--- src/common/wakeup_timer_pkg.sv ---
// Constants for the 32-bit wake-up timer: register map, fields, resets.
// Assumes a 32-bit APB slave whose registers are 16 bits wide.
package wakeup_timer_pkg;
   localparam int ADDR_W = 12;
   localparam int DATA_W = 32;
   localparam int REG_W = 16;
   localparam int CNT_W = 32;
   localparam int IRQ_N = 5;
   localparam int INTERVAL_W = 12;
   localparam int PRE_W = 15;

   // Byte offsets
   localparam logic [11:0] OFF_COUNT_LOW = 12'h000;
   localparam logic [11:0] OFF_COUNT_HIGH = 12'h004;
   localparam logic [11:0] OFF_CONTROL = 12'h008;
   localparam logic [11:0] OFF_INTERVAL = 12'h00C;
   localparam logic [11:0] OFF_B_LOW = 12'h010;
   localparam logic [11:0] OFF_B_HIGH = 12'h014;
   localparam logic [11:0] OFF_C_LOW = 12'h018;
   localparam logic [11:0] OFF_C_HIGH = 12'h01C;
   localparam logic [11:0] OFF_D_LOW = 12'h020;
   localparam logic [11:0] OFF_D_HIGH = 12'h024;
   localparam logic [11:0] OFF_IRQ_EN = 12'h028;
   localparam logic [11:0] OFF_STATUS = 12'h02C;
   localparam logic [11:0] OFF_CLEAR = 12'h030;
   localparam logic [11:0] OFF_A_LOW = 12'h03C;
   localparam logic [11:0] OFF_A_HIGH = 12'h040;

   // Control fields
   localparam int CTL_HOLD = 11;
   localparam int CTL_CLK_HI = 10;
   localparam int CTL_CLK_LO = 9;
   localparam int CTL_WAKE = 8;
   localparam int CTL_EN = 7;
   localparam int CTL_FREE = 6;
   localparam int CTL_FREEZE = 3;
   localparam int CTL_PRE_HI = 1;
   localparam logic [15:0] CTL_MASK = 16'h0FCB;

   // Status fields
   localparam int STA_IRQ_PEND = 6;
   localparam int STA_FROZEN = 7;
   localparam int STA_SYNC_PEND = 8;

   // Flag / enable bit positions
   localparam int IRQ_A = 0;
   localparam int IRQ_B = 1;
   localparam int IRQ_C = 2;
   localparam int IRQ_D = 3;
   localparam int IRQ_ROLL = 4;

   // Clock source and prescale codes
   localparam logic [1:0] SRC_PCLK = 2'h0;
   localparam logic [1:0] SRC_XTAL = 2'h1;
   localparam logic [1:0] SRC_OSC = 2'h2;
   localparam logic [1:0] SRC_EXT = 2'h3;
   localparam logic [1:0] PRE_1 = 2'h0;
   localparam logic [1:0] PRE_16 = 2'h1;
   localparam logic [1:0] PRE_256 = 2'h2;
   localparam logic [14:0] TERM_1 = 15'h0000;
   localparam logic [14:0] TERM_4 = 15'h0003;
   localparam logic [14:0] TERM_16 = 15'h000F;
   localparam logic [14:0] TERM_256 = 15'h00FF;
   localparam logic [14:0] TERM_32768 = 15'h7FFF;

   // Interval sits this far up inside field A
   localparam int A_SHIFT = 5;
   // Slow-clock edges a clear or enable change takes to cross
   localparam logic [1:0] SLOW_SYNC_EDGES = 2'h2;

   // Reset values
   localparam logic [15:0] RST_CONTROL = 16'h0040;
   localparam logic [11:0] RST_INTERVAL = 12'h0C8;
   localparam logic [31:0] RST_A = 32'h0000_1900;
   localparam logic [31:0] RST_B = 32'h0000_1FFF;
   localparam logic [31:0] RST_C = 32'h0000_2FFF;
   localparam logic [31:0] RST_D = 32'h0000_3FFF;
   localparam logic [31:0] ALL_ONES = 32'hFFFF_FFFF;
endpackage : wakeup_timer_pkg

--- src/slow_edge_sync.sv ---
// Three-flop synchroniser with rising-edge pulse for a slow clock pin.
// Assumes the pin toggles well below half the pclk rate.
`timescale 1ns/1ns
`default_nettype none
module slow_edge_sync (
   input wire logic pclk,
   input wire logic presetn,
   input wire logic pin,
   output logic rise
);
   logic meta;
   logic s2;
   logic s3;
   logic settled;

   always_ff @(posedge pclk or negedge presetn) begin
      if (!presetn) begin
         meta <= 1'b0;
         s2 <= 1'b0;
         s3 <= 1'b0;
         settled <= 1'b0;
      end else begin
         meta <= pin;
         s2 <= meta;
         s3 <= s2;
         if (s2 == s3) begin
            settled <= s3;
         end
      end
   end

   // Edge counts once the second and third stages agree on a new level
   assign rise = s2 & s3 & ~settled;
endmodule : slow_edge_sync
`default_nettype wire

--- src/tick_prescaler.sv ---
// Divides a source pulse stream by 1, 4, 16, 256 or 32768.
// Assumes src_pulse is a one-cycle pulse on pclk.
`timescale 1ns/1ns
`default_nettype none
module tick_prescaler
   import wakeup_timer_pkg::*;
(
   input wire logic pclk,
   input wire logic presetn,
   input wire logic run,
   input wire logic src_is_pclk,
   input wire logic [1:0] pre,
   input wire logic src_pulse,
   output logic tick
);
   import wakeup_timer_pkg::*;

   logic [PRE_W-1:0] cnt;
   logic [PRE_W-1:0] term;
   logic at_term;

   // Divide by 4 in place of 1 on the peripheral clock
   assign term = (pre == PRE_1) ? (src_is_pclk ? TERM_4 : TERM_1) :
                 (pre == PRE_16) ? TERM_16 :
                 (pre == PRE_256) ? TERM_256 : TERM_32768;
   assign at_term = (cnt == term);
   assign tick = run & src_pulse & at_term;

   always_ff @(posedge pclk or negedge presetn) begin
      if (!presetn) begin
         cnt <= '0;
      end else if (!run) begin
         cnt <= '0;
      end else if (src_pulse) begin
         cnt <= at_term ? '0 : cnt + 15'h0001;
      end
   end
endmodule : tick_prescaler
`default_nettype wire

--- src/wakeup_timer_32bit.sv ---
// 32-bit wake-up timer with four compare fields and APB registers.
// Assumes pclk runs always; periph_clock_on marks peripheral clock gating.
// Function
// Control bits 10:9 pick source; 00 peripheral clock, 01 crystal.
// Selected source divided by 1, 16, 256 or 32768.
// Peripheral clock with prescale code 00 divides by 4.
// Counter keeps running from a slow source while peripheral clock stops.
// Free-running mode counts 0 to all ones then wraps.
// Periodic mode counts 0 up to field D then returns to 0.
// Control bit 7 starts; clearing it stops and zeroes the counter.
// With bit 3 set, low-half read freezes high half until read.
// Interval write loads bits 16:5 of field A.
// On field A match, add interval times 32 within the limit.
// Free mode overflow: A becomes old plus 32 interval minus all ones.
// Periodic overflow: A becomes old plus 32 interval minus D.
// Bit 11 blocks interval load; software brackets interval writes with it.
// Software disables B or C interrupt before rewriting that field.
// Software rewrites D only when stopped, or free mode with D masked.
// Five maskable interrupt sources, each cleared by writing its bit.
// On a slow source a clear lands two slow clock cycles later.
// Status bit 6 shows interrupts pending in slow domain.
// Software programs compare fields before enabling.
// Software turns the crystal on before selecting it.
// Transfers into the slow domains are synchronised in hardware.
// Free mode needs software to move B, C and D after matches.
// Code 10 picks internal oscillator, code 11 the external pin.
// Compare flag sets only when enabled; cleared by a written one.
// Status bit 8 set on enable change, cleared once synchronised.
// Enable bit 4 rollover, bits 3 to 0 fields D, C, B, A.
// Counter steps by one per tick, held at zero while disabled.
// Writing one half of a compare field leaves the other half.
`timescale 1ns/1ns
`default_nettype none
module wakeup_timer_32bit
   import wakeup_timer_pkg::*;
(
   input wire logic pclk,
   input wire logic presetn,
   input wire logic psel,
   input wire logic penable,
   input wire logic pwrite,
   input wire logic [wakeup_timer_pkg::ADDR_W-1:0] paddr,
   input wire logic [wakeup_timer_pkg::DATA_W-1:0] pwdata,
   output logic [wakeup_timer_pkg::DATA_W-1:0] prdata,
   output logic pready,
   output logic pslverr,
   input wire logic periph_clock_on,
   input wire logic low_freq_crystal,
   input wire logic low_freq_oscillator,
   input wire logic external_clock_pin,
   output logic timer_irq,
   output logic wake_up
);
   import wakeup_timer_pkg::*;

   logic [CNT_W-1:0] counter_value;
   logic [CNT_W-1:0] compare_field_a;
   logic [CNT_W-1:0] compare_field_b;
   logic [CNT_W-1:0] compare_field_c;
   logic [CNT_W-1:0] compare_field_d;
   logic [REG_W-1:0] timer_control;
   logic [INTERVAL_W-1:0] field_a_interval;
   logic [IRQ_N-1:0] interrupt_enable;
   logic [IRQ_N-1:0] flags;
   logic [IRQ_N-1:0] clear_pending;
   logic [1:0] clear_edges;
   logic [1:0] sync_edges;
   logic enable_sync_pending;
   logic frozen;
   logic [REG_W-1:0] frozen_high;
   logic [DATA_W-1:0] rd_data;
   logic rd_mapped;

   // Bus decode
   wire bus_done = psel & penable & pready;
   wire bus_wr = bus_done & pwrite;
   wire bus_rd = bus_done & ~pwrite;
   wire wr_control = bus_wr & (paddr == OFF_CONTROL);
   wire wr_interval = bus_wr & (paddr == OFF_INTERVAL);
   wire wr_irq_en = bus_wr & (paddr == OFF_IRQ_EN);
   wire wr_clear = bus_wr & (paddr == OFF_CLEAR);
   wire wr_a_lo = bus_wr & (paddr == OFF_A_LOW);
   wire wr_a_hi = bus_wr & (paddr == OFF_A_HIGH);
   wire wr_b_lo = bus_wr & (paddr == OFF_B_LOW);
   wire wr_b_hi = bus_wr & (paddr == OFF_B_HIGH);
   wire wr_c_lo = bus_wr & (paddr == OFF_C_LOW);
   wire wr_c_hi = bus_wr & (paddr == OFF_C_HIGH);
   wire wr_d_lo = bus_wr & (paddr == OFF_D_LOW);
   wire wr_d_hi = bus_wr & (paddr == OFF_D_HIGH);
   // Capture with the low read data itself, so both halves agree
   wire rd_low = psel & penable & ~pready & ~pwrite
                 & (paddr == OFF_COUNT_LOW);
   wire rd_high = bus_rd & (paddr == OFF_COUNT_HIGH);
   wire [REG_W-1:0] wdata16 = pwdata[REG_W-1:0];

   // Control fields
   wire run = timer_control[CTL_EN];
   wire free_mode = timer_control[CTL_FREE];
   wire interval_load_hold = timer_control[CTL_HOLD];
   wire freeze_en = timer_control[CTL_FREEZE];
   wire [1:0] clk_sel = timer_control[CTL_CLK_HI:CTL_CLK_LO];
   wire [1:0] pre_sel = timer_control[CTL_PRE_HI:0];
   wire src_is_pclk = (clk_sel == SRC_PCLK);

   // Slow clock pins, each through three flops
   logic xtal_rise;
   logic osc_rise;
   logic ext_rise;

   slow_edge_sync xtal_sync (
      .pclk(pclk),
      .presetn(presetn),
      .pin(low_freq_crystal),
      .rise(xtal_rise)
   );
   slow_edge_sync osc_sync (
      .pclk(pclk),
      .presetn(presetn),
      .pin(low_freq_oscillator),
      .rise(osc_rise)
   );
   slow_edge_sync ext_sync (
      .pclk(pclk),
      .presetn(presetn),
      .pin(external_clock_pin),
      .rise(ext_rise)
   );

   // Slow sources count on regardless of peripheral clock gating
   wire src_pulse = src_is_pclk ? periph_clock_on :
                    (clk_sel == SRC_XTAL) ? xtal_rise :
                    (clk_sel == SRC_OSC) ? osc_rise : ext_rise;

   logic tick;
   tick_prescaler prescaler (
      .pclk(pclk),
      .presetn(presetn),
      .run(run),
      .src_is_pclk(src_is_pclk),
      .pre(pre_sel),
      .src_pulse(src_pulse),
      .tick(tick)
   );

   // Counter next value
   wire at_top = free_mode ? (counter_value == ALL_ONES)
                           : (counter_value == compare_field_d);
   wire [CNT_W-1:0] next_count = at_top ? '0
                                        : counter_value + 32'h1;
   wire step = run & tick;

   // Match events on the value the counter is about to take
   wire [IRQ_N-1:0] events;
   assign events[IRQ_A] = (next_count == compare_field_a);
   assign events[IRQ_B] = (next_count == compare_field_b);
   assign events[IRQ_C] = (next_count == compare_field_c);
   assign events[IRQ_D] = (next_count == compare_field_d);
   assign events[IRQ_ROLL] = free_mode & (next_count == ALL_ONES);
   wire [IRQ_N-1:0] set_flags = events & interrupt_enable
                                & {IRQ_N{step}};

   // Field A advance
   wire [CNT_W:0] a_sum = {1'b0, compare_field_a}
                        + {16'h0000, field_a_interval, 5'h00};
   wire [CNT_W:0] a_limit = free_mode ? {1'b0, ALL_ONES}
                                      : {1'b0, compare_field_d};
   wire a_over = (a_sum > a_limit);
   wire [CNT_W:0] a_diff = a_sum - a_limit;
   wire [CNT_W-1:0] next_a = a_over ? a_diff[CNT_W-1:0]
                                    : a_sum[CNT_W-1:0];
   wire a_match = step & events[IRQ_A];

   // Clear path; on a slow source it waits two source edges
   wire [IRQ_N-1:0] clear_req = wr_clear ? pwdata[IRQ_N-1:0] : '0;
   wire clear_done = (clear_pending != '0) & src_pulse
                     & (clear_edges == SLOW_SYNC_EDGES - 2'h1);
   wire [IRQ_N-1:0] clear_now = src_is_pclk ? clear_req
                              : (clear_done ? clear_pending : '0);
   // A set in the clearing cycle survives
   wire [IRQ_N-1:0] next_flags = (flags & ~clear_now) | set_flags;
   wire slow_domain_irq_pending = (flags != '0)
                                  | (clear_pending != '0);
   wire enable_change = wr_control & (wdata16[CTL_EN] != run);

   // APB answer: one wait state, data registered
   always_ff @(posedge pclk or negedge presetn) begin
      if (!presetn) begin
         pready <= 1'b0;
         prdata <= '0;
         pslverr <= 1'b0;
      end else if (psel & penable & ~pready) begin
         pready <= 1'b1;
         prdata <= pwrite ? '0 : rd_data;
         pslverr <= ~rd_mapped;
      end else begin
         pready <= 1'b0;
         pslverr <= 1'b0;
      end
   end

   // Read mux
   always_comb begin
      rd_data = '0;
      rd_mapped = 1'b1;
      unique case (paddr)
         OFF_COUNT_LOW: rd_data[REG_W-1:0] = counter_value[15:0];
         OFF_COUNT_HIGH: rd_data[REG_W-1:0] = frozen ? frozen_high
                                              : counter_value[31:16];
         OFF_CONTROL: rd_data[REG_W-1:0] = timer_control;
         OFF_INTERVAL: rd_data[INTERVAL_W-1:0] = field_a_interval;
         OFF_A_LOW: rd_data[REG_W-1:0] = compare_field_a[15:0];
         OFF_A_HIGH: rd_data[REG_W-1:0] = compare_field_a[31:16];
         OFF_B_LOW: rd_data[REG_W-1:0] = compare_field_b[15:0];
         OFF_B_HIGH: rd_data[REG_W-1:0] = compare_field_b[31:16];
         OFF_C_LOW: rd_data[REG_W-1:0] = compare_field_c[15:0];
         OFF_C_HIGH: rd_data[REG_W-1:0] = compare_field_c[31:16];
         OFF_D_LOW: rd_data[REG_W-1:0] = compare_field_d[15:0];
         OFF_D_HIGH: rd_data[REG_W-1:0] = compare_field_d[31:16];
         OFF_IRQ_EN: rd_data[IRQ_N-1:0] = interrupt_enable;
         OFF_STATUS: begin
            rd_data[IRQ_N-1:0] = flags;
            rd_data[STA_IRQ_PEND] = slow_domain_irq_pending;
            rd_data[STA_FROZEN] = frozen;
            rd_data[STA_SYNC_PEND] = enable_sync_pending;
         end
         OFF_CLEAR: rd_data = '0;
         default: rd_mapped = 1'b0;
      endcase
   end

   // Control, enables, interval
   always_ff @(posedge pclk or negedge presetn) begin
      if (!presetn) begin
         timer_control <= RST_CONTROL;
         interrupt_enable <= '0;
         field_a_interval <= RST_INTERVAL;
      end else begin
         if (wr_control) begin
            timer_control <= wdata16 & CTL_MASK;
         end
         if (wr_irq_en) begin
            interrupt_enable <= pwdata[IRQ_N-1:0];
         end
         if (wr_interval) begin
            field_a_interval <= pwdata[INTERVAL_W-1:0];
         end
      end
   end

   // Counter: zero while stopped
   always_ff @(posedge pclk or negedge presetn) begin
      if (!presetn) begin
         counter_value <= '0;
      end else if (!run) begin
         counter_value <= '0;
      end else if (tick) begin
         counter_value <= next_count;
      end
   end

   // Field A: hardware advance wins over a bus write in the same cycle
   always_ff @(posedge pclk or negedge presetn) begin
      if (!presetn) begin
         compare_field_a <= RST_A;
      end else if (a_match) begin
         compare_field_a <= next_a;
      end else if (wr_interval & ~interval_load_hold) begin
         compare_field_a[16:A_SHIFT] <= pwdata[INTERVAL_W-1:0];
      end else if (wr_a_lo) begin
         compare_field_a[15:0] <= wdata16;
      end else if (wr_a_hi) begin
         compare_field_a[31:16] <= wdata16;
      end
   end

   // Software-owned fields, half at a time
   always_ff @(posedge pclk or negedge presetn) begin
      if (!presetn) begin
         compare_field_b <= RST_B;
         compare_field_c <= RST_C;
         compare_field_d <= RST_D;
      end else begin
         if (wr_b_lo) compare_field_b[15:0] <= wdata16;
         if (wr_b_hi) compare_field_b[31:16] <= wdata16;
         if (wr_c_lo) compare_field_c[15:0] <= wdata16;
         if (wr_c_hi) compare_field_c[31:16] <= wdata16;
         if (wr_d_lo) compare_field_d[15:0] <= wdata16;
         if (wr_d_hi) compare_field_d[31:16] <= wdata16;
      end
   end

   // Flags and delayed clear
   always_ff @(posedge pclk or negedge presetn) begin
      if (!presetn) begin
         flags <= '0;
         clear_pending <= '0;
         clear_edges <= '0;
      end else begin
         flags <= next_flags;
         if (src_is_pclk) begin
            clear_pending <= '0;
            clear_edges <= '0;
         end else if (clear_req != '0) begin
            clear_pending <= (clear_done ? '0 : clear_pending) | clear_req;
            clear_edges <= '0;
         end else if (clear_done) begin
            clear_pending <= '0;
            clear_edges <= '0;
         end else if ((clear_pending != '0) & src_pulse) begin
            clear_edges <= clear_edges + 2'h1;
         end
      end
   end

   // Enable change crossing into the source domain
   always_ff @(posedge pclk or negedge presetn) begin
      if (!presetn) begin
         enable_sync_pending <= 1'b0;
         sync_edges <= '0;
      end else if (enable_change) begin
         enable_sync_pending <= 1'b1;
         sync_edges <= '0;
      end else if (enable_sync_pending & src_pulse) begin
         if (sync_edges == SLOW_SYNC_EDGES - 2'h1) begin
            enable_sync_pending <= 1'b0;
         end
         sync_edges <= sync_edges + 2'h1;
      end
   end

   // Freeze of the high half between the two reads
   always_ff @(posedge pclk or negedge presetn) begin
      if (!presetn) begin
         frozen <= 1'b0;
         frozen_high <= '0;
      end else if (rd_low & freeze_en & ~frozen) begin
         frozen <= 1'b1;
         frozen_high <= counter_value[31:16];
      end else if (rd_high | ~freeze_en) begin
         frozen <= 1'b0;
      end
   end

   // Outputs straight from flops
   always_ff @(posedge pclk or negedge presetn) begin
      if (!presetn) begin
         timer_irq <= 1'b0;
         wake_up <= 1'b0;
      end else begin
         timer_irq <= (next_flags != '0);
         wake_up <= timer_control[CTL_WAKE] & (next_flags != '0);
      end
   end

   count_stop_a: assert property (
      @(posedge pclk) disable iff (!presetn)
      !run |=> counter_value == '0)
      else $error("counter not zero while stopped");

   count_step_a: assert property (
      @(posedge pclk) disable iff (!presetn)
      step && !at_top |=> counter_value == $past(counter_value) + 32'h1)
      else $error("counter did not step by one");

   periodic_wrap_a: assert property (
      @(posedge pclk) disable iff (!presetn)
      step && !free_mode && counter_value == compare_field_d
      |=> counter_value == '0)
      else $error("periodic counter did not return to zero");

   flag_set_a: assert property (
      @(posedge pclk) disable iff (!presetn)
      step && events[IRQ_D] && interrupt_enable[IRQ_D]
      |=> flags[IRQ_D] && timer_irq)
      else $error("enabled match did not raise flag and irq");

   masked_match_a: assert property (
      @(posedge pclk) disable iff (!presetn)
      !flags[IRQ_C] && !interrupt_enable[IRQ_C] |=> !flags[IRQ_C])
      else $error("masked match set a flag");

   fast_clear_a: assert property (
      @(posedge pclk) disable iff (!presetn)
      src_is_pclk && clear_req[IRQ_D] && !set_flags[IRQ_D]
      |=> !flags[IRQ_D])
      else $error("clear on peripheral clock did not act");

   slow_clear_a: assert property (
      @(posedge pclk) disable iff (!presetn)
      !src_is_pclk && clear_req[IRQ_D] && flags[IRQ_D]
      && !src_pulse && !set_flags[IRQ_D] |=> flags[IRQ_D])
      else $error("slow clear acted too early");

   a_advance_a: assert property (
      @(posedge pclk) disable iff (!presetn)
      a_match && !a_over |=> compare_field_a ==
      $past(compare_field_a) + {15'h0000, $past(field_a_interval), 5'h00})
      else $error("field A did not advance by interval");

   pending_bit_a: assert property (
      @(posedge pclk) disable iff (!presetn)
      flags != '0 |-> slow_domain_irq_pending)
      else $error("pending bit low with a flag set");

   freeze_hold_a: assert property (
      @(posedge pclk) disable iff (!presetn)
      frozen && !rd_high && freeze_en |=> $stable(frozen_high) && frozen)
      else $error("frozen high half changed");

   sync_flag_a: assert property (
      @(posedge pclk) disable iff (!presetn)
      enable_change |=> enable_sync_pending)
      else $error("enable change not flagged");
endmodule : wakeup_timer_32bit
`default_nettype wire

--- config.mk ---
export PLATFORM = sky130hd
export DESIGN_NAME = wakeup_timer_32bit
export DESIGN_NICKNAME = d
export VERILOG_FILES = /design/src/common/wakeup_timer_pkg.sv /design/src/slow_edge_sync.sv /design/src/tick_prescaler.sv /design/src/wakeup_timer_32bit.sv
export SDC_FILE = /design/constraint.sdc
export NUM_CORES = 1
export LEC_CHECK = 0
export ABC_AREA = 1
export BUFFER_PORTS_ARGS = -buffer_cell sky130_fd_sc_hd__buf_2
export CAP_MARGIN = 30
export CELL_PAD_IN_SITES_DETAIL_PLACEMENT = 0
export CELL_PAD_IN_SITES_GLOBAL_PLACEMENT = 1
export CORE_ASPECT_RATIO = 0.6
export CORE_MARGIN = 3
export CORE_UTILIZATION = 35
export DETAILED_ROUTE_END_ITERATION = 10
export PLACE_DENSITY_LB_ADDON = 0.1
export SYNTH_ARGS = -nofsm -noshare
export SYNTH_HDL_FRONTEND = slang
export SYNTH_SLANG_ARGS = --single-unit
--- constraint.sdc ---
create_clock -name pclk -period 4.9 [get_ports pclk]
set_clock_uncertainty 0.05 [all_clocks]
set_input_delay 0.98 -clock pclk [delete_from_list [all_inputs] [get_ports pclk]]
set_output_delay 0.98 -clock pclk [all_outputs]
set_load 0.005 [all_outputs]
# ---- Word level (Yosys, flattened, before mapping)
# Cells that the tools add are included.
dict set report totals {
  reg_bits 281
  in_bits 53
  rom_bits 0
  mem_bits_rw 0
  word_cells 209
  output_inout_bits 36
  latch_bits 0
  n_memories 0
}
dict set report classes {
  eq_ne 37
  n_mul 0
  bitwise_logic 56
  div 0
  order_cmp 1
  n_reduce_logical 20
  shift 0
  addsub 6
  n_mux 50
}
# op n
set ops {}
lappend ops {{32-bit two-way mux} 6}
lappend ops {{32-bit == test} 5}
lappend ops {{15-bit two-way mux} 7}
lappend ops {{16-bit two-way mux} 5}
lappend ops {{12-bit by 6-bit == test with 1-bit output (second input constant)} 6}
lappend ops {{5-bit case mux with 14 select lines} 1}
lappend ops {{32-bit == test (second input constant)} 2}
lappend ops {{12-bit by 5-bit == test with 1-bit output (second input constant)} 4}
lappend ops {{4-bit case mux with 10 select lines} 1}
lappend ops {{1-bit AND} 39}
lappend ops {{3-bit case mux with 13 select lines} 1}
lappend ops {{3-bit case mux with 12 select lines} 1}
lappend ops {{5-bit two-way mux} 7}
lappend ops {{32-bit by 17-bit adder with 33-bit output} 1}
lappend ops {{33-bit by 32-bit greater-than comparator with 1-bit output} 1}
lappend ops {{32-bit by 1-bit adder with 32-bit output (second input constant)} 1}
lappend ops {{32-bit subtractor} 1}
lappend ops {{12-bit by 4-bit == test with 1-bit output (second input constant)} 2}
lappend ops {{5-bit nonzero test} 4}
lappend ops {{15-bit by 1-bit adder with 15-bit output (second input constant)} 1}
lappend ops {{5-bit AND} 3}
lappend ops {{15-bit == test} 1}
lappend ops {{15-bit OR reduction} 1}
lappend ops {{2-bit two-way mux} 7}
lappend ops {{other kinds (24)} 62}

# ---- Depth between registers and ports, before layout
# Gate-level depths: netlist (run 1).
dict set report logic_depth {
  ltp_word 14
  mapped_depth 29
  depth_no_buf 28
}

# ---- Hierarchy
# From an unflattened synthesis (run 1), not the netlist that was laid out.
dict set report hier_totals {
  cells_unflattened 2955
  area_unflattened_um2 19737.7
}
# mod cells_each instances seq_area_each_um2 area_per_inst_um2
set by_module_without_submodules {}
lappend by_module_without_submodules {wakeup_timer_32bit 2748 1 6014.5 18233.7}
lappend by_module_without_submodules {tick_prescaler 174 1 375.4 1098.6}
lappend by_module_without_submodules {slow_edge_sync 11 3 100.1 135.1}

# ---- Worst setup path after synthesis (run 1)
# Ideal clock, no wire load.
dict set report synth_timing {
  kind {reg-to-reg}
  from {register compare_field_a[5]}
  to {register compare_field_a[18]}
  path_stages_with_launch 27
  path_buffers 1
  arrival_ps 4133
  required_ps 4774
  setup_slack_ps 640
  setup_time_ps 76
  period_less_slack_ps 4260
  path_cell_list {dfrtp_1 ha_1 fa_1 nand3_1 nand3_1 nand2_1 nand2_1 a21oi_1 o21ai_0 a21boi_0 xnor2_1 ha_1 nand2_1 nor2_1 inv_1 o41ai_1 nand3_1 nand4_1 nand2_1 inv_1 clkbuf_1 nand2_1 nand2_1 nand2_1 nand2_1 nand2_1 o21ai_1}
}
dict set report synth_between {
  elab_chain_len 4
  elab_cells_between_ends 11
  cone_classes {add/sub: 2; order compare: 1; eq/ne: 3; mux: 2; bitwise: 1; reduce/logical: 2}
}
# element line
set synth_lines {}
lappend synth_lines {{from (decl)} wakeup_timer_32bit.sv:57} ;# logic [CNT_W-1:0] compare_field_a;
lappend synth_lines {{from (signal assigned)} wakeup_timer_32bit.sv:266} ;# compare_field_a <= next_a;
lappend synth_lines {{from (signal, indexed assignment)} wakeup_timer_32bit.sv:268} ;# compare_field_a[16:A_SHIFT] <= pwdata[INTERVAL_W-1:0];
lappend synth_lines {{from (signal assigned)} wakeup_timer_32bit.sv:270} ;# compare_field_a[15:0] <= wdata16;
lappend synth_lines {{32-bit by 17-bit adder with 33-bit output or 32-bit == test (tied branches)} {wakeup_timer_32bit.sv:164, wakeup_timer_32bit.sv:154}}
lappend synth_lines {{32-bit subtractor (tied with other cells)} wakeup_timer_32bit.sv:168} ;# wire [CNT_W:0] a_diff = a_sum - a_limit;
lappend synth_lines {{32-bit two-way mux (tied with other cells)} wakeup_timer_32bit.sv:169} ;# wire [CNT_W-1:0] next_a = a_over ? a_diff[CNT_W-1:0]
lappend synth_lines {{32-bit two-way mux or 3-bit AND reduction (tied branches)} -}
# Parallel ways exist; a longest one is shown, timed or not.
# A chain may end at the register's enable or synchronous reset.

# ---- Final worst setup path (run 1)
dict set report layout_timing {
  from {register timer_control[6]}
  to {register compare_field_a[25]}
}
dict set report layout_between {
  elab_chain_len 6
  elab_cells_between_ends 13
  cone_classes {add/sub: 1; order compare: 1; eq/ne: 3; mux: 5; bitwise: 1; reduce/logical: 2}
}
# element line
set layout_lines {}
lappend layout_lines {{from (decl)} wakeup_timer_32bit.sv:61} ;# logic [REG_W-1:0] timer_control;
lappend layout_lines {{from (signal assigned)} wakeup_timer_32bit.sv:239} ;# timer_control <= wdata16 & CTL_MASK;
lappend layout_lines {{parallel branches: the longest is 6 deep, another holds 32-bit subtractor} -}
lappend layout_lines {{to (signal assigned)} wakeup_timer_32bit.sv:266}
lappend layout_lines {{to (signal, indexed assignment)} wakeup_timer_32bit.sv:268}
lappend layout_lines {{to (signal assigned)} wakeup_timer_32bit.sv:272} ;# compare_field_a[31:16] <= wdata16;
# Several ways; the timed one is not identified.

==> flow_metrics.py, run 1 <==
metrics = {
    "final_layout": {
        "layout.nets": 3220,
        "fillers": 5795,
        "postLayoutCoreUtil_pct": 42.04,
        "areaGrowthSynthToFinish_pct": 18.19,
        "design_area_mm2": 0.02288,
        "drive_gt1_share_pct": 12.87,
    },
    "floorplan": {
        "rows": 66,
        "die_width_um": 309.6,
        "initial_core_util_pct": 35.57,
        "die_y_um": 188.2,
        "num_io_pins": 89,
        "core_area_mm2": 0.05442,
        "die_area_mm2": 0.05826,
    },
    "route": {
        "drtIter0Drc": 3500,
        "vias": 22480,
        "drc": 0,
        "ant_nets": 0,
        "wl_mm": 113.6,
        "avgViaCountPerCell": 5.825,
        "routedWlPerCell_um": 29.43,
        "firstDrtPassIters": 6,
    },
    "sta": {
        "setup_viol": 0,
        "whs_ps": 277.0,
        "slew_viol_final": 0,
        "period_minus_slack_ps": 4781,
        "timing.fmax_mhz": 209.2,
        "worst_pin_slew_ps": 1109,
        "post-route-period-util_pct": 97.57,
        "hold_viol_final": 0,
        "relSlewSlack_pct": 25.29,
    },
    "synthesis": {
        "ys_seq_area_share_pct": 34.56,
        "netlist_area_mm2": 0.01936,
        "syn_area_per_cell_um2": 6.659,
        "synthCells": 2907,
        "synth_top_area_share_pct": 28.18,
        "yosysUniqueCellTypes": 50,
        "ys.flop_type": "dfrtp_1",
        "async_flop_share_pct": 100.0,
        "ys_ff_latch": 265,
        "synth_top_area_cell": "dfrtp_1",
        "synthTopCellsByArea": "dfrtp_1 28%, nand2_1 18%, o21ai_0 7.4%",
        "yosysWarnings": 0,
        "synth_edf_count": 0,
    },
    "worst_setup_path": {
        "crit_slowest_cell": "dfstp_4",
        "worstSetupStartpointType": "flop",
        "r2r-start": "timer_control[6]$_DFFE_PN1P_",
        "crit_arrival_ps": 5170,
        "ff2ff_path_depth": 21,
        "critPathCaptureType": "flop",
        "path_cells": "buf_6 -> nor2_1 -> nand2_1 -> nand2_1 -> nand2_1 -> nor2_1 -> nand2_1 -> nor2_2 -> nand2_4 -> buf_12 -> buf_4 -> nand3_1 -> nand2_1 -> nor2_1 -> nand3_1 -> nor2_1 -> nand2_2 -> nor2_1 -> nand3_2 -> o211ai_1 -> o21ai_0",
        "rr_endpoint": "compare_field_a[25]$_DFFE_PN0P_",
        "cp-startpoint": "timer_control[6]$_DFFE_PN1P_",
        "crit_fanout": 45,
        "slowest_delay_ps": 550,
        "cp.required_ps": 5290,
        "rrSetupSlack_ps": 120,
        "endpoint": "compare_field_a[25]$_DFFE_PN0P_",
        "path_class": "flop to flop",
    },
    "power": {
        "p_per_area_mw_per_mm2": 217.8,
        "power.leakage_uw": 0.01082,
        "ir_drop_uv": 378.9,
    },
    "global_route": {
        "grt_pass1_wl_mm": 156.1,
        "grt-busiest-layer": "met1",
        "grt-ovfl-total": 0,
        "antenna_found_initial": 14,
        "met2_usage_pct": 44.97,
        "grt_pass1_vias": 19780,
        "grt_use_met3_pct": 18.81,
        "met1_usage_pct": 59.18,
        "track_usage_pct": 38.38,
        "grt_max_degree": 92,
    },
    "clock_network": {
        "clock_path_buffers": 3,
        "cts.sinks": 265,
        "cts_max_level": 1,
        "numCtsBuffers": 30,
        "clkSlewWorstSetupHoldPaths_ps": 70,
        "clk_latency_ps": 630,
        "cts_tree": "built",
        "clockRootBuffer": "clkbuf_16",
        "postCtsHoldBufs": 0,
    },
    "hold_path": {
        "hp-class": "input pin to asynchronous set/reset pin",
    },
    "placed_design": {
        "place_hpwl_mm": 93.16,
        "gp_congestion": 1.093,
        "portBuffers": 56,
        "dpl_cell_area_mm2": 0.02167,
    },
    "flow_run": {
        "max_cap_violations": 0,
    },
    "status": {
        "status": "finished, final reports clean",
    },
}
[critical path, delay by kind of cell (launching register included)]
kind	cells	cell delay (ps)
AO/OA/AOI/OAI	2	660
buffers and inverters	3	630
flip-flops	1	550
AND/OR/NAND/NOR	16	2610
[state kept, by name, indices dropped and copies added, names as in the netlist, 2 cells and up]
signal            count
sync_edges            2
flags                 5
frozen_high          16
compare_field_c      32
prdata               16
compare_field_b      32
prescaler.cnt        15
timer_control         9
counter_value        32
clear_pending         5
compare_field_d      32
clear_edges           2
compare_field_a      32
field_a_interval     12
interrupt_enable      5
[placed cells by master, fill, tap and decap left out, types with 6 or more instances in the layout]
cell        instances
nand2_1           923
inv_1             295
nor2_1            284
o21ai_0           280
dfrtp_1           218
buf_4             184
nand3_1           174
xor2_1             80
a21oi_1            74
o22ai_1            71
buf_2              55
ha_1               51
nor3_1             49
dfstp_2            46
o21ai_1            36
nand4_1            32
a221oi_1           32
clkbuf_16          30
xnor2_1            22
nand3b_1           20
nor2_2             17
conb_1             16
o211ai_1           11
nor4_1             10
buf_12              8
diode_2             7
nand2_2             6
inv_2               6
a211oi_1            6
clkinvlp_4          6
clkbuf_1            6
[synthesized netlist by cell type (all sizes together) (3+ instances only)]
cell,instances
nand2,930
o21ai,318
inv,301
nor2,301
dfrtp,218
nand3,176
xor2,80
a21oi,77
o22ai,71
clkbuf,55
ha,51
nor3,51
dfstp,47
buf,39
a221oi,32
nand4,32
xnor2,22
nand3b,20
nor4,11
o211ai,11
a211oi,6
mux2,5
o21a,5
a31oi,4
nor3b,4
o2111ai,4
o221ai,4
o31ai,4
or2,4
a2111oi,3
a21boi,3
clkinv,3
o41ai,3
[stage by stage]
step / total power (uW) / setup WS, ps / cells / TNS, ps
global placement: 2499 / 59.45 / 3790 / 0
floorplan: 2364 / 640.5 / 2922 / 0
finish: 4983 / 119.1 / 3859 / 0
global route: 5111 / -3.546 / 3852 / -3.546
CTS: 5005 / 11.22 / 3846 / 0
detailed placement: 2503 / 90.45 / 3790 / 0
[metal layers]
layer  part of all wire (%)  up-vias  wire [um]
met4                    3.4        0       3874
met2                     34     1477      38810
met5                      0        -          0
met3                     16      169      18110
met1                     46    10830      52760
li1                       -     9998          -
[area by class of cell]
cell class,instances,area [um^2],area share (%)
clock inverters,19,257.7,1.127
diodes,7,17.52,0.07657
multi-input cells,2259,11180,48.88
well taps,714,893.4,3.905
inverters,304,1142,4.993
clock buffers,37,787.0,3.440
flip-flops and latches,265,6694,29.26
repair buffers,254,1904,8.324
[report_power, final]
part           switching [uW]  total, uW  internal (uW)
sequential               19.2       2230           2210
clock                    1100       2520           1420
combinational             180        237           56.9
total                    1300       4980           3680
[repair_timing]
action / in CTS / in global routing
resized for setup: 0 / 30
setup buffers: 0 / 2
endpoints found under the setup margin: 0 / 32
[worst min path at each step]
stage          cells after the start  slack, ps                     start                              end
2_1_floorplan                      0        280   ext_sync.meta$_DFF_PN0_            ext_sync.s2$_DFF_PN0_
3_3_place_gp                       0        290   osc_sync.meta$_DFF_PN0_            osc_sync.s2$_DFF_PN0_
3_5_place_dp                       0        290  xtal_sync.meta$_DFF_PN0_           xtal_sync.s2$_DFF_PN0_
4_1_cts                            0        300  xtal_sync.meta$_DFF_PN0_           xtal_sync.s2$_DFF_PN0_
5_1_grt                            0        310  xtal_sync.meta$_DFF_PN0_           xtal_sync.s2$_DFF_PN0_
6_report                           1        280                   presetn  compare_field_d[21]$_DFFE_PN0P_
[cell families after synthesis]
| family | after synthesis | share of synthesized area [%] |
|---|---|---|
| other | 1 | 0.01937 |
| adders and majority gates | 53 | 3.503 |
| buffers and inverters | 398 | 8.396 |
| muxes | 5 | 0.2908 |
| AOI/OAI and AO/OA | 552 | 16.14 |
| and+or+nand+nor | 1531 | 32.47 |
| DFF | 265 | 34.56 |
| xor gates and xnor gates | 102 | 4.615 |
No activity file was read; power rests on OpenSTA's default activity.
==> run 2, diff against run 1 <==
Settings changed: BUFFER_PORTS_ARGS -buffer_cell sky130_fd_sc_hd__buf_2 to -buffer_cell sky130_fd_sc_hd__clkbuf_2, CORE_UTILIZATION 35 to 40.
==> run 2 against run 1 <==
Effect of this change:
- fmax is 0.82% lower
- via count hardly changed
- global-route usage up 1.6 points
- worst hold slack gained 23 ps
- sequential power about the same
- largest cell class unchanged
- largest power group unchanged
==> flow_metrics.py, run 2 (synthesis results as in run 1) <==
metrics = {
    "status": {
        "status": "finished, final reports clean",
    },
    "sta": {
        "post-route-period-util_pct": 98.37,
        "relSlewSlack_pct": 22.88,
        "whs_ps": 299.8,
        "hold_viol_final": 0,
        "period_minus_slack_ps": 4820,
        "setup_viol": 0,
        "slew_viol_final": 0,
        "timing.fmax_mhz": 207.5,
        "worst_pin_slew_ps": 1145,
    },
    "clock_network": {
        "clkSlewWorstSetupHoldPaths_ps": 80,
        "postCtsHoldBufs": 0,
        "cts.sinks": 265,
        "cts_tree": "built",
        "clockRootBuffer": "clkbuf_16",
        "numCtsBuffers": 28,
        "cts_max_level": 1,
        "clock_path_buffers": 3,
        "clk_latency_ps": 590,
    },
    "floorplan": {
        "initial_core_util_pct": 41.17,
        "core_area_mm2": 0.04702,
        "num_io_pins": 89,
        "die_area_mm2": 0.05116,
        "die_y_um": 176.4,
        "die_width_um": 290,
        "rows": 61,
    },
    "placed_design": {
        "gp_congestion": 1.104,
        "post-place-cells": 3666,
        "portBuffers": 56,
        "place_hpwl_mm": 86.71,
        "dpl_cell_area_mm2": 0.02128,
    },
    "final_layout": {
        "design_area_mm2": 0.02238,
        "drive_gt1_share_pct": 11.80,
        "final_cell_mix": "923 x nand2_1, 295 x inv_1, 283 x nor2_1",
        "multi_input_area_mm2": 0.01121,
        "layout.nets": 3177,
        "final_common_cell": "nand2_1",
        "fillers": 4955,
        "areaGrowthSynthToFinish_pct": 15.61,
        "stdcell_count": 3725,
        "ff_latch_area_mm2": 0.006690,
    },
    "route": {
        "firstDrtPassIters": 9,
        "drtIter0Drc": 3489,
        "wl_mm": 106.6,
        "vias": 22470,
        "routedWlPerCell_um": 28.61,
        "avgViaCountPerCell": 6.031,
        "ant_nets": 0,
        "drc": 0,
    },
    "worst_setup_path": {
        "r2r-start": "counter_value[10]$_DFFE_PN0P_",
        "cp.required_ps": 5320,
        "rr_endpoint": "compare_field_a[16]$_DFFE_PN0P_",
        "crit_arrival_ps": 5240,
        "worstSetupStartpointType": "flop",
        "cp-startpoint": "counter_value[10]$_DFFE_PN0P_",
        "endpoint": "compare_field_a[16]$_DFFE_PN0P_",
        "rrSetupSlack_ps": 80,
        "critPathCaptureType": "flop",
        "path_class": "flop to flop",
        "crit_fanout": 7,
        "ff2ff_path_depth": 22,
    },
    "global_route": {
        "antenna_found_initial": 4,
        "track_usage_pct": 40.03,
        "grt_pass1_vias": 19420,
        "grt_pass1_wl_mm": 146.2,
        "grt_max_degree": 92,
        "grt-ovfl-total": 0,
    },
    "power": {
        "ir_drop_uv": 247.3,
        "p_per_area_mw_per_mm2": 212.3,
        "power.leakage_uw": 0.01059,
        "total_power_uw": 4751,
    },
    "flow_run": {
        "max_cap_violations": 0,
    },
    "hold_path": {
        "hp-class": "flop to flop",
    },
}
## run 2: cell types whose count changed in the layout (fill, tap and decap cells not counted), sizes merged
cell,delta
inv,-1
buf,-95
clkbuf,+54
clkinvlp,-4
diode,-5
bufinv,-3
clkinv,+4
## run 2: repair_timing
action	in CTS	in global routing
resized for setup	1	32
setup buffers	0	3
cloned	0	1
pin swaps	0	5
endpoints found under the setup margin	8	33
## run 2: worst min-delay path by stage
| stage | end | cells after the start | start | slack [ps] |
|---|---|---|---|---|
| after global placement | ext_sync.s2$_DFF_PN0_ | 0 | ext_sync.meta$_DFF_PN0_ | 280 |
| final | xtal_sync.s2$_DFF_PN0_ | 0 | xtal_sync.meta$_DFF_PN0_ | 300 |
| after floorplan | ext_sync.s2$_DFF_PN0_ | 0 | ext_sync.meta$_DFF_PN0_ | 280 |
| after detailed placement | osc_sync.s2$_DFF_PN0_ | 0 | osc_sync.meta$_DFF_PN0_ | 290 |
| after global routing | ext_sync.s2$_DFF_PN0_ | 0 | ext_sync.meta$_DFF_PN0_ | 310 |
| after CTS | xtal_sync.s2$_DFF_PN0_ | 0 | xtal_sync.meta$_DFF_PN0_ | 300 |
## run 2: worst max-delay path: stages (launching register included)
cell and delay, ps:
dfrtp_1 620, inv_1 310, nor3_1 600, nand2_1 150, nor2_1 460, nand2_1 100
nand2_1 70, nand2_1 60, inv_2 200, nand2_1 180, nand2_1 90, nand2_1 90
nor2_1 110, nand2_1 70, nor2_1 240, nand2_1 270, nor2_2 220, nand2_2 110
buf_4 180, nand2_1 130, inv_1 210, nand3_1 130, nand2_1 50
## run 2: layout make-up
cell class	count	area share [%]
tap	630	3.522
multi-input combinational	2259	50.07
inverter	304	5.105
clock inverter	15	0.6318
clock buffer	37	3.556
antenna	2	0.02236
sequential	265	29.89
timing repair buffer	213	7.196
## run 2: metal layers
layer  routed length (um)  GRT usage, %  part of all wire (%)  vias up
met5                  105             0                 0.099        -
met4                 2832         9.165                   2.7        2
met3                19660         21.35                    18      144
met2                36410         47.36                    34     1654
met1                47560         60.91                    45    10770
li1                     -             -                     -     9895
## run 2: where the power goes
| group | switching, uW | internal (uW) | total [uW] | leakage, uW |
|---|---|---|---|---|
| combinational | 182 | 59.8 | 242 | 0.00677 |
| sequential | 17.6 | 2210 | 2230 | 0.00336 |
| clock | 1030 | 1250 | 2280 | 0.000463 |
| total | 1230 | 3520 | 4750 | 0.0106 |
## run 2: metrics by stage
| stage | TNS (ps) | util, % | setup slack [ps] |
|---|---|---|---|
| after global placement | 0 | 45.20 | 1.233 |
| final | 0 | 47.60 | 79.68 |
| after global routing | -193.1 | 47.59 | -29.81 |
| after CTS | 0 | 47.26 | 38.61 |
| after detailed placement | -5.752 | 45.26 | -5.752 |
| after floorplan | 0 | - | 640.5 |
